**config.mk**
```make
export PLATFORM = sky130hd
export DESIGN_NAME = cwd_decoder
export DESIGN_NICKNAME = d
export VERILOG_FILES = /design/src/cwd_pkg.sv /design/src/cwd_wp_table.sv /design/src/cwd_decoder.sv
export SDC_FILE = /design/constraint.sdc
export NUM_CORES = 1
export LEC_CHECK = 0
export ABC_CLOCK_PERIOD_IN_PS = 4400
export BUFFER_PORTS_ARGS = -buffer_cell sky130_fd_sc_hd__buf_4
export CAP_MARGIN = 20
export CORE_MARGIN = 2
export CORE_UTILIZATION = 57
export DETAILED_ROUTE_END_ITERATION = 10
export GPL_TIMING_DRIVEN = 0
export MAX_ROUTING_LAYER = met4
export PLACE_DENSITY = 0.85
export RECOVER_POWER = 25
export SETUP_SLACK_MARGIN = 0.2
export SYNTH_ARGS = -nofsm -noshare
export SYNTH_HDL_FRONTEND = slang
export SYNTH_HIERARCHICAL = 1
export SYNTH_SLANG_ARGS = --single-unit
```
**constraint.sdc**
```tcl
create_clock -name core_clk -period 4.4 [get_ports core_clk]
set_input_delay 0.88 -clock core_clk [delete_from_list [all_inputs] [get_ports core_clk]]
set_output_delay 0.88 -clock core_clk [all_outputs]
set_load 0.02 [all_outputs]
```
**src/cwd_pkg.sv**
```systemverilog
// constants and types shared by the card write/erase command decoder
`default_nettype none
package cwd_pkg;
  // command indexes
  localparam logic [5:0] CWD_IDX_BLOCKLEN = 6'h10;
  localparam logic [5:0] CWD_IDX_STOP = 6'h0C;
  localparam logic [5:0] CWD_IDX_STREAM_WR = 6'h14;
  localparam logic [5:0] CWD_IDX_BLK_COUNT = 6'h17;
  localparam logic [5:0] CWD_IDX_WR_SINGLE = 6'h18;
  localparam logic [5:0] CWD_IDX_WR_MULTI = 6'h19;
  localparam logic [5:0] CWD_IDX_PROG_ID = 6'h1A;
  localparam logic [5:0] CWD_IDX_PROG_CSD = 6'h1B;
  localparam logic [5:0] CWD_IDX_SET_WP = 6'h1C;
  localparam logic [5:0] CWD_IDX_CLR_WP = 6'h1D;
  localparam logic [5:0] CWD_IDX_SEND_WP = 6'h1E;
  localparam logic [5:0] CWD_IDX_RSV_LO = 6'h20;
  localparam logic [5:0] CWD_IDX_RSV_HI = 6'h22;
  localparam logic [5:0] CWD_IDX_ERASE_START = 6'h23;
  localparam logic [5:0] CWD_IDX_ERASE_END = 6'h24;
  localparam logic [5:0] CWD_IDX_RSV_37 = 6'h25;
  localparam logic [5:0] CWD_IDX_ERASE = 6'h26;
  localparam logic [5:0] CWD_IDX_IO_LO = 6'h27;
  localparam logic [5:0] CWD_IDX_IO_HI = 6'h28;
  // response frame layout
  localparam int CWD_RESP_BITS = 48;
  localparam int CWD_RESP_IDX_LSB = 40;
  localparam int CWD_RESP_STAT_LSB = 8;
  // block count field of the set-count argument
  localparam int CWD_CNT_MSB = 15;
  // reset values
  localparam logic [15:0] CWD_BLKLEN_RST = 16'h0200;
  // response kinds
  typedef enum logic [1:0] {CWD_RSP_NONE, CWD_RSP_R1, CWD_RSP_R1B} cwd_rsp_t;
  // decoder states
  typedef enum logic [2:0] {
    CWD_ST_IDLE, CWD_ST_STREAM, CWD_ST_BLOCK, CWD_ST_BUSY
  } cwd_state_t;
endpackage
`default_nettype wire

```
**src/cwd_wp_table.sv**
```systemverilog
// write protection bit table, one bit per protection group
`default_nettype none
module cwd_wp_table
  import cwd_pkg::*;
#(
  parameter int GROUPS = 32,
  parameter int GW = 5
) (
  input wire logic core_clk,
  input wire logic rst_b,
  input wire logic clk_en,
  input wire logic set_en,
  input wire logic clr_en,
  input wire logic [GW-1:0] grp,
  output logic [GROUPS-1:0] wp_bits
);
  logic [GROUPS-1:0] wp_q; // protection bits
  logic [GROUPS-1:0] wp_d; // next value
  // one update term per group
  for (genvar g = 0; g < GROUPS; g++) begin : g_bit
    always_comb begin
      wp_d[g] = wp_q[g];
      if (set_en && grp == GW'(g)) begin
        wp_d[g] = 1'b1; // set protection
      end else if (clr_en && grp == GW'(g)) begin
        wp_d[g] = 1'b0; // clear protection
      end
    end
  end
  // register stage
  always_ff @(posedge core_clk or negedge rst_b) begin
    if (!rst_b) begin
      wp_q <= '0;
    end else if (clk_en) begin
      wp_q <= wp_d;
    end
  end
  assign wp_bits = wp_q;
endmodule
`default_nettype wire

```
**src/cwd_decoder.sv**
```systemverilog
// card-side decoder for write, protection and erase commands
// Overview of operation
// [RULE_01] stream write runs until stop command
// [RULE_02] set-count holds low 16 bits, next multi
// [RULE_03] single write takes exactly one block
// [RULE_04] multi write ends on stop or count
// [RULE_05] identification program refused after first time
// [RULE_06] host programs identification once only
// [RULE_07] csd program takes data, updates programmable bits
// [RULE_08] set-protection sets addressed group bit
// [RULE_09] group size comes from csd field
// [RULE_10] clear-protection clears group bit, busy response
// [RULE_11] status query sends protection bits as data
// [RULE_12] indexes 32-34 and 37 not implemented
// [RULE_13] erase start records first group address
// [RULE_14] erase end records last group address
// [RULE_15] erase wipes selected range, busy response
// [RULE_16] io mode class indexes unsupported
// [RULE_17] block length sets following block size
// [RULE_18] response 48 bits, index echo, status
// [RULE_19] busy held until operation finishes
`default_nettype none
module cwd_decoder
  import cwd_pkg::*;
#(
  parameter int GROUPS = 32,
  parameter int GW = 5
) (
  input wire logic core_clk,
  input wire logic rst_b,
  input wire logic clk_en,
  input wire logic cmd_valid,
  input wire logic [5:0] cmd_index,
  input wire logic [31:0] cmd_arg,
  input wire logic [31:0] card_status,
  input wire logic [4:0] wp_grp_shift,
  input wire logic wp_supported,
  input wire logic data_block_done,
  input wire logic op_done,
  output logic rsp_valid,
  output logic [47:0] rsp_frame,
  output logic rsp_busy_type,
  output logic cmd_illegal,
  output logic busy,
  output logic wr_active,
  output logic wr_stream,
  output logic [31:0] wr_addr,
  output logic [15:0] blk_len,
  output logic id_prog_en,
  output logic csd_prog_en,
  output logic wp_send,
  output logic [GROUPS-1:0] wp_status,
  output logic erase_go,
  output logic [31:0] erase_first,
  output logic [31:0] erase_last
);
  cwd_state_t st_q, st_d; // transfer state
  logic [15:0] cnt_q, cnt_d; // preset block count, zero means open
  logic cnt_arm_q, cnt_arm_d; // count valid for next command
  logic [15:0] left_q, left_d; // blocks still owed
  logic id_done_q, id_done_d; // identification already programmed
  logic [15:0] blen_q, blen_d; // block length
  logic [31:0] addr_q, addr_d; // transfer address
  logic [31:0] es_q, es_d; // erase first
  logic [31:0] ee_q, ee_d; // erase last
  logic rv_q, rv_d; // response strobe
  logic [47:0] rf_q, rf_d; // response frame
  logic rb_q, rb_d; // busy-type response
  logic il_q, il_d; // illegal pulse
  logic str_q, str_d; // stream mode
  logic idp_q, idp_d; // id program strobe
  logic csp_q, csp_d; // csd program strobe
  logic wps_q, wps_d; // protection send strobe
  logic er_q, er_d; // erase strobe
  logic wp_set, wp_clr; // protection table updates
  logic [GW-1:0] grp; // addressed group
  logic [GROUPS-1:0] wp_bits; // table contents
  logic [31:0] grp_full; // shifted address
  // group index from the address and the csd group size
  assign grp_full = cmd_arg >> wp_grp_shift; // [RULE_09]
  assign grp = grp_full[GW-1:0];
  // protection table
  cwd_wp_table #(.GROUPS(GROUPS), .GW(GW)) u_wp (
    .core_clk(core_clk),
    .rst_b(rst_b),
    .clk_en(clk_en),
    .set_en(wp_set),
    .clr_en(wp_clr),
    .grp(grp),
    .wp_bits(wp_bits)
  );
  // command decode and next state
  always_comb begin
    cwd_rsp_t rk;
    rk = CWD_RSP_NONE;
    st_d = st_q;
    cnt_d = cnt_q;
    cnt_arm_d = cnt_arm_q;
    left_d = left_q;
    id_done_d = id_done_q;
    blen_d = blen_q;
    addr_d = addr_q;
    es_d = es_q;
    ee_d = ee_q;
    str_d = str_q;
    il_d = 1'b0;
    idp_d = 1'b0;
    csp_d = 1'b0;
    wps_d = 1'b0;
    er_d = 1'b0;
    wp_set = 1'b0;
    wp_clr = 1'b0;
    // block accounting in write state
    if (st_q == CWD_ST_BLOCK && data_block_done) begin
      if (left_q == 16'h0001) begin
        st_d = CWD_ST_IDLE; // single or counted transfer complete [RULE_03] [RULE_04]
      end
      if (left_q != 16'h0000) begin
        left_d = left_q - 16'h0001;
      end
    end
    // busy ends when the operation reports done
    if (st_q == CWD_ST_BUSY && op_done) begin
      st_d = CWD_ST_IDLE; // [RULE_19]
    end
    if (cmd_valid) begin
      if (cmd_index != CWD_IDX_WR_MULTI) begin
        cnt_arm_d = 1'b0; // count only for the next command [RULE_02]
      end
      case (cmd_index)
        CWD_IDX_STOP: begin
          if (st_q == CWD_ST_STREAM || st_q == CWD_ST_BLOCK) begin
            st_d = CWD_ST_IDLE; // [RULE_01] [RULE_04]
            str_d = 1'b0;
          end
          rk = CWD_RSP_R1;
        end
        CWD_IDX_BLOCKLEN: begin
          blen_d = cmd_arg[15:0]; // [RULE_17]
          rk = CWD_RSP_R1;
        end
        CWD_IDX_STREAM_WR: begin
          addr_d = cmd_arg;
          st_d = CWD_ST_STREAM; // [RULE_01]
          str_d = 1'b1;
          rk = CWD_RSP_R1;
        end
        CWD_IDX_BLK_COUNT: begin
          cnt_d = cmd_arg[CWD_CNT_MSB:0]; // [RULE_02]
          cnt_arm_d = 1'b1;
          rk = CWD_RSP_R1;
        end
        CWD_IDX_WR_SINGLE: begin
          addr_d = cmd_arg;
          left_d = 16'h0001; // [RULE_03]
          st_d = CWD_ST_BLOCK;
          rk = CWD_RSP_R1;
        end
        CWD_IDX_WR_MULTI: begin
          addr_d = cmd_arg;
          left_d = cnt_arm_q ? cnt_q : 16'h0000; // [RULE_04]
          cnt_arm_d = 1'b0;
          st_d = CWD_ST_BLOCK;
          rk = CWD_RSP_R1;
        end
        CWD_IDX_PROG_ID: begin
          if (id_done_q) begin
            il_d = 1'b1; // second programming refused [RULE_05]
          end else begin
            id_done_d = 1'b1;
            idp_d = 1'b1;
            left_d = 16'h0001;
            st_d = CWD_ST_BLOCK;
            rk = CWD_RSP_R1;
          end
        end
        CWD_IDX_PROG_CSD: begin
          csp_d = 1'b1; // [RULE_07]
          left_d = 16'h0001;
          st_d = CWD_ST_BLOCK;
          rk = CWD_RSP_R1;
        end
        CWD_IDX_SET_WP: begin
          wp_set = wp_supported; // [RULE_08]
          rk = CWD_RSP_R1;
        end
        CWD_IDX_CLR_WP: begin
          wp_clr = wp_supported; // [RULE_10]
          st_d = CWD_ST_BUSY;
          rk = CWD_RSP_R1B;
        end
        CWD_IDX_SEND_WP: begin
          wps_d = 1'b1; // [RULE_11]
          rk = CWD_RSP_R1;
        end
        CWD_IDX_ERASE_START: begin
          es_d = cmd_arg; // [RULE_13]
          rk = CWD_RSP_R1;
        end
        CWD_IDX_ERASE_END: begin
          ee_d = cmd_arg; // [RULE_14]
          rk = CWD_RSP_R1;
        end
        CWD_IDX_ERASE: begin
          er_d = 1'b1; // [RULE_15]
          st_d = CWD_ST_BUSY;
          rk = CWD_RSP_R1B;
        end
        default: begin
          // reserved and io-mode indexes, and all others here
          il_d = (cmd_index >= CWD_IDX_RSV_LO && cmd_index <= CWD_IDX_RSV_HI) ||
                 cmd_index == CWD_IDX_RSV_37 || // [RULE_12]
                 (cmd_index >= CWD_IDX_IO_LO && cmd_index <= CWD_IDX_IO_HI); // [RULE_16]
        end
      endcase
    end
    // response frame: start, direction, index, status, crc slot, end
    rv_d = (rk != CWD_RSP_NONE);
    rb_d = (rk == CWD_RSP_R1B);
    rf_d = rf_q;
    if (rv_d) begin
      rf_d = {2'b00, cmd_index, card_status, 7'h00, 1'b1}; // [RULE_18]
    end
  end
  // state registers
  always_ff @(posedge core_clk or negedge rst_b) begin
    if (!rst_b) begin
      st_q <= CWD_ST_IDLE;
      cnt_q <= '0;
      cnt_arm_q <= 1'b0;
      left_q <= '0;
      id_done_q <= 1'b0;
      blen_q <= CWD_BLKLEN_RST;
      addr_q <= '0;
      es_q <= '0;
      ee_q <= '0;
      rv_q <= 1'b0;
      rf_q <= '0;
      rb_q <= 1'b0;
      il_q <= 1'b0;
      str_q <= 1'b0;
      idp_q <= 1'b0;
      csp_q <= 1'b0;
      wps_q <= 1'b0;
      er_q <= 1'b0;
    end else if (clk_en) begin
      st_q <= st_d;
      cnt_q <= cnt_d;
      cnt_arm_q <= cnt_arm_d;
      left_q <= left_d;
      id_done_q <= id_done_d;
      blen_q <= blen_d;
      addr_q <= addr_d;
      es_q <= es_d;
      ee_q <= ee_d;
      rv_q <= rv_d;
      rf_q <= rf_d;
      rb_q <= rb_d;
      il_q <= il_d;
      str_q <= str_d;
      idp_q <= idp_d;
      csp_q <= csp_d;
      wps_q <= wps_d;
      er_q <= er_d;
    end
  end
  // outputs
  assign rsp_valid = rv_q;
  assign rsp_frame = rf_q;
  assign rsp_busy_type = rb_q;
  assign cmd_illegal = il_q;
  assign busy = (st_q == CWD_ST_BUSY); // [RULE_19]
  assign wr_active = (st_q == CWD_ST_BLOCK) || (st_q == CWD_ST_STREAM);
  assign wr_stream = str_q;
  assign wr_addr = addr_q;
  assign blk_len = blen_q;
  assign id_prog_en = idp_q;
  assign csd_prog_en = csp_q;
  assign wp_send = wps_q;
  assign wp_status = wp_bits;
  assign erase_go = er_q;
  assign erase_first = es_q;
  assign erase_last = ee_q;
  // checks
  property p_stream_hold; // [RULE_01]
    @(posedge core_clk) disable iff (!rst_b)
    (st_q == CWD_ST_STREAM && !(cmd_valid && cmd_index == CWD_IDX_STOP) && clk_en)
      |=> st_q == CWD_ST_STREAM;
  endproperty
  a_stream_hold: assert property (p_stream_hold) else $error("stream ended early"); // [RULE_01]
  property p_id_once; // [RULE_05]
    @(posedge core_clk) disable iff (!rst_b)
    (id_done_q && cmd_valid && cmd_index == CWD_IDX_PROG_ID && clk_en)
      |=> cmd_illegal && !id_prog_en && !rsp_valid;
  endproperty
  a_id_once: assert property (p_id_once) else $error("id programmed twice"); // [RULE_05]
  property p_rsv; // [RULE_12]
    @(posedge core_clk) disable iff (!rst_b)
    (cmd_valid && clk_en && (cmd_index == CWD_IDX_RSV_37 || cmd_index == CWD_IDX_RSV_LO))
      |=> cmd_illegal && !rsp_valid;
  endproperty
  a_rsv: assert property (p_rsv) else $error("reserved index accepted"); // [RULE_12]
  property p_io; // [RULE_16]
    @(posedge core_clk) disable iff (!rst_b)
    (cmd_valid && clk_en && cmd_index == CWD_IDX_IO_LO) |=> cmd_illegal;
  endproperty
  a_io: assert property (p_io) else $error("io index accepted"); // [RULE_16]
  property p_echo; // [RULE_18]
    @(posedge core_clk) disable iff (!rst_b)
    rsp_valid |-> rsp_frame[47:46] == 2'b00 && rsp_frame[0] &&
      rsp_frame[45:40] == $past(cmd_index);
  endproperty
  a_echo: assert property (p_echo) else $error("bad response frame"); // [RULE_18]
  property p_erase_busy; // [RULE_15]
    @(posedge core_clk) disable iff (!rst_b)
    (cmd_valid && clk_en && cmd_index == CWD_IDX_ERASE)
      |=> erase_go && rsp_busy_type && busy;
  endproperty
  a_erase_busy: assert property (p_erase_busy) else $error("erase not busy"); // [RULE_15]
  property p_busy_end; // [RULE_19]
    @(posedge core_clk) disable iff (!rst_b)
    (busy && op_done && clk_en) |=> !busy;
  endproperty
  a_busy_end: assert property (p_busy_end) else $error("busy not released"); // [RULE_19]
  property p_single; // [RULE_03]
    @(posedge core_clk) disable iff (!rst_b)
    (st_q == CWD_ST_BLOCK && left_q == 16'h0001 && data_block_done && clk_en &&
     !cmd_valid) |=> !wr_active;
  endproperty
  a_single: assert property (p_single) else $error("block count overrun"); // [RULE_03]
  property p_estart; // [RULE_13]
    @(posedge core_clk) disable iff (!rst_b)
    (cmd_valid && clk_en && cmd_index == CWD_IDX_ERASE_START)
      |=> erase_first == $past(cmd_arg);
  endproperty
  a_estart: assert property (p_estart) else $error("erase start lost"); // [RULE_13]
  c_stream: cover property (@(posedge core_clk) disable iff (!rst_b) wr_stream);
  c_erase: cover property (@(posedge core_clk) disable iff (!rst_b) erase_go);
  c_busy_done: cover property (@(posedge core_clk) disable iff (!rst_b) busy ##1 !busy);
endmodule
`default_nettype wire

```
==> Yosys cells after proc, flatten, opt, wreduce, memory -nomap -nowiden <==
Cells that the tools add are included.
{ "totals": {"regBits": 228, "latchBits": 0, "mem_bits_rw": 0, "rom_bits": 0, "inputBits": 82, "out_inout_bits": 202, "word_cells": 364, "n_memories": 0} }
{ "op_classes": {"addsub": 1, "multipliers": 0, "n_div": 0, "magnitude_cmp": 4, "eq_ne": 53, "n_shift": 1, "n_mux": 100, "bitwise": 0, "n_reduce_logical": 155} }
{ "op_table": {"columns": ["cell", "n"], "rows": [
  ["2-to-1 mux 1 bit", 82],
  ["equality test 5 bit (second input constant)", 16],
  ["2-to-1 mux 16 bit", 5],
  ["logical AND 1 bit", 68],
  ["nonzero test 2 bit", 34],
  ["AND reduction 2 bit", 33],
  ["equality test 6 x 5 -> 1 bit (second input constant)", 10],
  ["case mux 16 bit (3 select lines)", 1],
  ["equality test 5 x 4 -> 1 bit (second input constant)", 8],
  [">> shifter 32 x 5 -> 5 bit", 1],
  ["equality test 6 bit (second input constant)", 4],
  ["AND reduction 3 bit", 7],
  ["equality test 5 x 3 -> 1 bit (second input constant)", 4],
  ["2-to-1 mux 3 bit", 6],
  ["equality test 16 x 1 -> 1 bit (second input constant)", 1],
  ["nonzero test 16 bit", 1],
  ["subtractor 16 x 1 -> 16 bit (second input constant)", 1],
  ["case mux 3 bit (5 select lines)", 1],
  ["OR reduction 13 bit", 1],
  ["greater-or-equal comparator 6 bit (second input constant)", 2],
  ["<= comparator 6 bit (second input constant)", 2],
  ["OR reduction 11 bit", 1],
  ["equality test 5 x 2 -> 1 bit (second input constant)", 2],
  ["equality test 3 x 2 -> 1 bit (second input constant)", 2],
  ["other kinds (15)", 21]
]} }

==> Longest topological paths before layout <==
{ "logic_depth": {"word_depth": 7, "ltp_mapped": 12, "depth_no_buf": 8} }

==> By module <==
Netlist, hierarchy kept.
{ "by_module_without_submodules": {"columns": ["module", "instances", "cells_per_inst", "area_per_inst_um2"], "rows": [
  ["cwd_decoder", 1, 700, 9335.2],
  ["cwd_wp_table", 1, 124, 1340.0]
]} }

==> Worst setup path after synthesis <==
OpenSTA, ideal clock, no wires.
{ "synth_path": {"path_type": "in2reg", "startpoint": "input port wp_grp_shift[0]", "endpoint": "register u_wp.wp_q[18], in the netlist u_wp/wp_bits[18]", "setup_ns": 0.132, "arrival_time_ns": 3.353, "required_ns": 4.268, "slack_ns": 0.915, "path_stages": 9, "path_cell_list": "clkbuf_1 -> buf_2 -> mux4_2 -> mux2_2 -> o211ai_1 -> o21ai_0 -> or4b_1 -> o21ai_0 -> o21ai_0"} }
{ "synth_via": {"elab_chain_len": 5, "elab_cells_between_ends": 7, "classes_between": "eq/ne: 1; shift: 1; mux: 1; reduce/logical: 4"} }
{ "synth_rtl": {"columns": ["element", "line", "source"], "rows": [
  ["start: declaration", "cwd_decoder.sv:36", "input wire logic [4:0] wp_grp_shift,"],
  [">> shifter 32 x 5 -> 5 bit (*)", "cwd_decoder.sv:80", "assign grp_full = cmd_arg >> wp_grp_shift;"],
  ["via grp_full[0]", "cwd_decoder.sv:78", "logic [31:0] grp_full;"],
  ["equality test 5 bit (*)", "cwd_wp_table.sv:23, cwd_wp_table.sv:25", null],
  ["logical AND 1 bit (on tied branches)", "cwd_wp_table.sv:25, cwd_wp_table.sv:23", null],
  ["nonzero test 2 bit (no source line)", null, null],
  ["AND reduction 2 bit (no source line)", null, null],
  ["end signal: assignment", "cwd_wp_table.sv:35", "wp_q <= wp_d;"],
  ["end: declaration", "cwd_wp_table.sv:17", "logic [GROUPS-1:0] wp_q;"]
]} }
Mark *: on every way through the listed nets, which the timed path passes. The rest lies on a longest branch.
A chain may end at the register's enable or synchronous reset.

==> Worst setup path after layout <==
{ "layout_path": {"startpoint": "input port wp_grp_shift[3]", "endpoint": "register u_wp.wp_q[20], in the netlist u_wp/wp_bits[20]"} }
The elaborated chain is that of the path after synthesis.

==> results.ini <==
[clocking]
cts_tree=yes
h-tree-depth=1
clk_pin_slew_ns=0.06
cts_buffers=24
postCtsSetupBuffers=0
cts_buffer_depth=3
hold_buffers=0
clock_latency_ns=0.54
clock-root-buffer=clkbuf_16
ctsResizeCount=0
clkSinkCount=228

[synth]
synth-async-reset-ratio=1.00
synth_top_area_share=0.532
synth_top_flop_cell=dfrtp_1
netlist_area_sq_um=10700
synthMuxAreaShare=0.235
synth-xor-area-share=0.00246
syn_area_per_cell_sq_um=13.0
synth_edf_count=0
ys_warn_count=6
synth_top_family_by_area=multiplexers
synthDistinctLibCells=73
synth_top_cell_by_area=dfrtp_1
yosys-top-cells-area=dfrtp_1 53%, mux2_2 17%, mux4_2 4.6%, o21ai_0 3.3%, buf_2 1.3%
synth_seq_area_share=0.535
synth_seq_cells=228
synth_compound_area_frac=0.0946
synth-simple-area-share=0.0945
synth_cells=824
synthAdderAreaFrac=0.00352

[layout]
drive_gt1_frac=0.486
synthToLayoutAreaGrowth_pct=29.6
nFillCells=1211
antennaDiodeCount=0
multi_input_area_sq_um=4620
nets=1217
finalNonFillerCells=1381
finish.utilization=0.747
ff_latch_area_sq_um=5710

[status]
violations=capacitance limit, slew limit
status=finished with violations

[timing]
min_period_ns=3.44
tightest_slew_ns=1.60
drv_slew=148
hold_viol=0
relSlewSlack=-0.0691
rsz0062_at_grt=false
fmax_mhz=291
fin_crit_sh=0.781
fin_skew_ns=0.0267
setup_viol=0
setup_tns_ns=0

[pwr]
p_sw_w=0.00188
switching_share=0.308
combPwrFrac=0.257
intPower_w=0.00422
power.leakage_nw=6.74
p_clk_frac=0.322
pwr-share-seq=0.421
power_density_nw_per_um2=441
peakVddDrop_mv=0.394

[route]
finalWirelength_mm=29.1
drtPass1Iterations=6
antenna_left=0
route.detailed.drc=0
dr_total_vias=8315
vias_per_cell=6.02
drt_iter0_drc=685
wire_per_inst_um=21.1

[die]
die_h_um=141
die_x_um=141
fp-row-count=50
floorplan.initialDensity=0.576
die_area_sq_um=19800
core_sq_um=18500
io_pins=284

[critical_path]
start_kind=input pin
worstPathArrival_ns=3.83
crit_fanout=10
criticalPathCategory=input pin to flop
r2r-start=left_q[0]$_DFFE_PN0P_
worstPathRequired_ns=4.79
cp-end-kind=flop
crit_start=wp_grp_shift[3]

[grt]
grt_first_pass_wirelength_mm=47.0
gr-total-overflow=0
track_usage=0.306
grt_pass1_vias=8478
grt_start_max_net_pins=119
antenna_found_initial=0

[place]
place.gp.congestion=0.921
dp.cells=1339
io_buffers=271
dp_hpwl_mm=20.7

[min_path]
min_path_type=flop to flop
min_from=rsp_frame[0]$_DFFE_PN0P_

[run]
max_cap_violations=2

[critical path, cell delays in order]
cell and delay [ns]:
buf_4 0.11, buf_1 0.42, clkbuf_1 0.40, mux4_2 0.38
mux2i_1 0.19, nor3_1 0.06, a31oi_1 0.14, o21ai_0 0.26
or4b_1 0.67, o21ai_1 0.22, o21ai_1 0.09
[final timing paths]
path	endpoint	slack, ns	cells past startpoint
worst max register to register	left_q[7]$_DFFE_PN0P_	2.10	6
min in group asynchronous	blk_len[10]$_DFFE_PN0P_	0.71	1
worst max-delay path	u_wp/wp_bits[20]$_DFFE_PN0P_	0.96	11
worst min register to register	rsp_frame[0]$_DFFE_PN0P_	0.49	1
worst min-delay path	rsp_frame[0]$_DFFE_PN0P_	0.49	1
max in group asynchronous	u_wp/wp_bits[11]$_DFFE_PN0P_	1.16	3
[power by group through the flow]
stage | clock network [W] | logic [W] | registers (W)
finish | 0.00197 | 0.00157 | 0.00257
global route | 0.00209 | 0.00168 | 0.00260
detailed placement | 0 | 0.00156 | 0.00259
floorplan | 0 | 0.000648 | 0.00282
global placement | 0 | 0.00153 | 0.00257
CTS | 0.00199 | 0.00157 | 0.00256
[Yosys cell counts, types with 3 or more instances]
library cell / instances
buf_4: 11
nor4_1: 11
mux4_2: 22
nand4b_1: 7
a221o_1: 8
inv_1: 18
dfrtp_1: 227
buf_2: 27
a21o_1: 3
and3_1: 3
nor2_1: 28
clkbuf_1: 16
nor3_1: 12
mux2_2: 160
o311ai_0: 4
a22o_1: 4
a32o_1: 3
nand4_1: 6
o21ai_0: 70
o32ai_1: 4
and2_1: 3
nand4bb_1: 8
a21oi_1: 9
nand2_1: 27
o211ai_1: 6
mux2i_1: 9
or4_1: 5
nand3_1: 12
or4b_1: 3
mux2_4: 8
o31ai_1: 4
o21ai_1: 14
nand2b_1: 7
ha_1: 3
o311a_1: 3
nand3b_1: 7
[sequential cells by signal, indices dropped and copies added (netlist names), 3 cells and up]
| register | flops |
|---|---|
| rsp_frame | 39 |
| erase_first | 32 |
| erase_last | 32 |
| u_wp/wp_bits | 32 |
| wr_addr | 32 |
| blk_len | 16 |
| cnt_q | 16 |
| left_q | 16 |
| st_q | 3 |
[per-stage QoR]
stage	setup WS [ns]	cell area, sq um	hold WS (ns)	total power (W)
floorplan	0.915	10700	0.454	0.00347
global placement	0.560	13000	0.451	0.00410
detailed placement	0.393	13100	0.471	0.00415
CTS	0.903	13900	0.177	0.00612
global route	0.463	13800	0.510	0.00636
finish	0.964	13800	0.486	0.00610
[final cells by class]
cell class | instances | area share
clock inverters | 8 | 0.00669
clock buffers | 33 | 0.0487
well taps | 234 | 0.0212
plain buffers | 58 | 0.0222
inverters | 18 | 0.00488
repair buffers | 274 | 0.150
multi-input cells | 528 | 0.334
flip-flops and latches | 228 | 0.412
[logic make-up after synthesis]
logic type               after synthesis
flip-flops                           228
multiplexers                         199
AND/OR/NAND/NOR                      160
AO/OA/AOI/OAI                        154
buffers and inverters                 76
adder cells (fa/ha/maj)                3
XOR/XNOR                               3
other                                  1
[layer usage]
metal  global-route usage  wire, um  vias up
li1                     -         -     3685
met1                0.407     11600     4163
met2                0.484     14300      407
met3               0.0676      2430       60
met4               0.0789       822        0
met5                    -         0        -
[cells in the final DEF, fill, tap and decap left out, types with 4 or more instances in the layout]
master / instances
nand4_1: 6
clkbuf_16: 24
o21ai_1: 14
nand2b_1: 7
buf_2: 27
mux2_2: 160
nor4_1: 11
nand3_1: 12
buf_4: 281
clkinv_2: 5
nor2_1: 28
mux4_2: 22
mux2_4: 8
nand4b_1: 7
o211ai_1: 6
a21oi_1: 9
dfrtp_1: 227
clkbuf_8: 4
conb_1: 9
o21ai_0: 70
or4_1: 5
inv_1: 18
nand4bb_1: 8
o32ai_1: 4
a22o_1: 4
nor3_1: 12
nand2_1: 27
o311ai_0: 4
clkbuf_1: 22
nand3b_1: 7
a221o_1: 8
mux2i_1: 9
o31ai_1: 4
No activity file was read; power rests on OpenSTA's default activity.
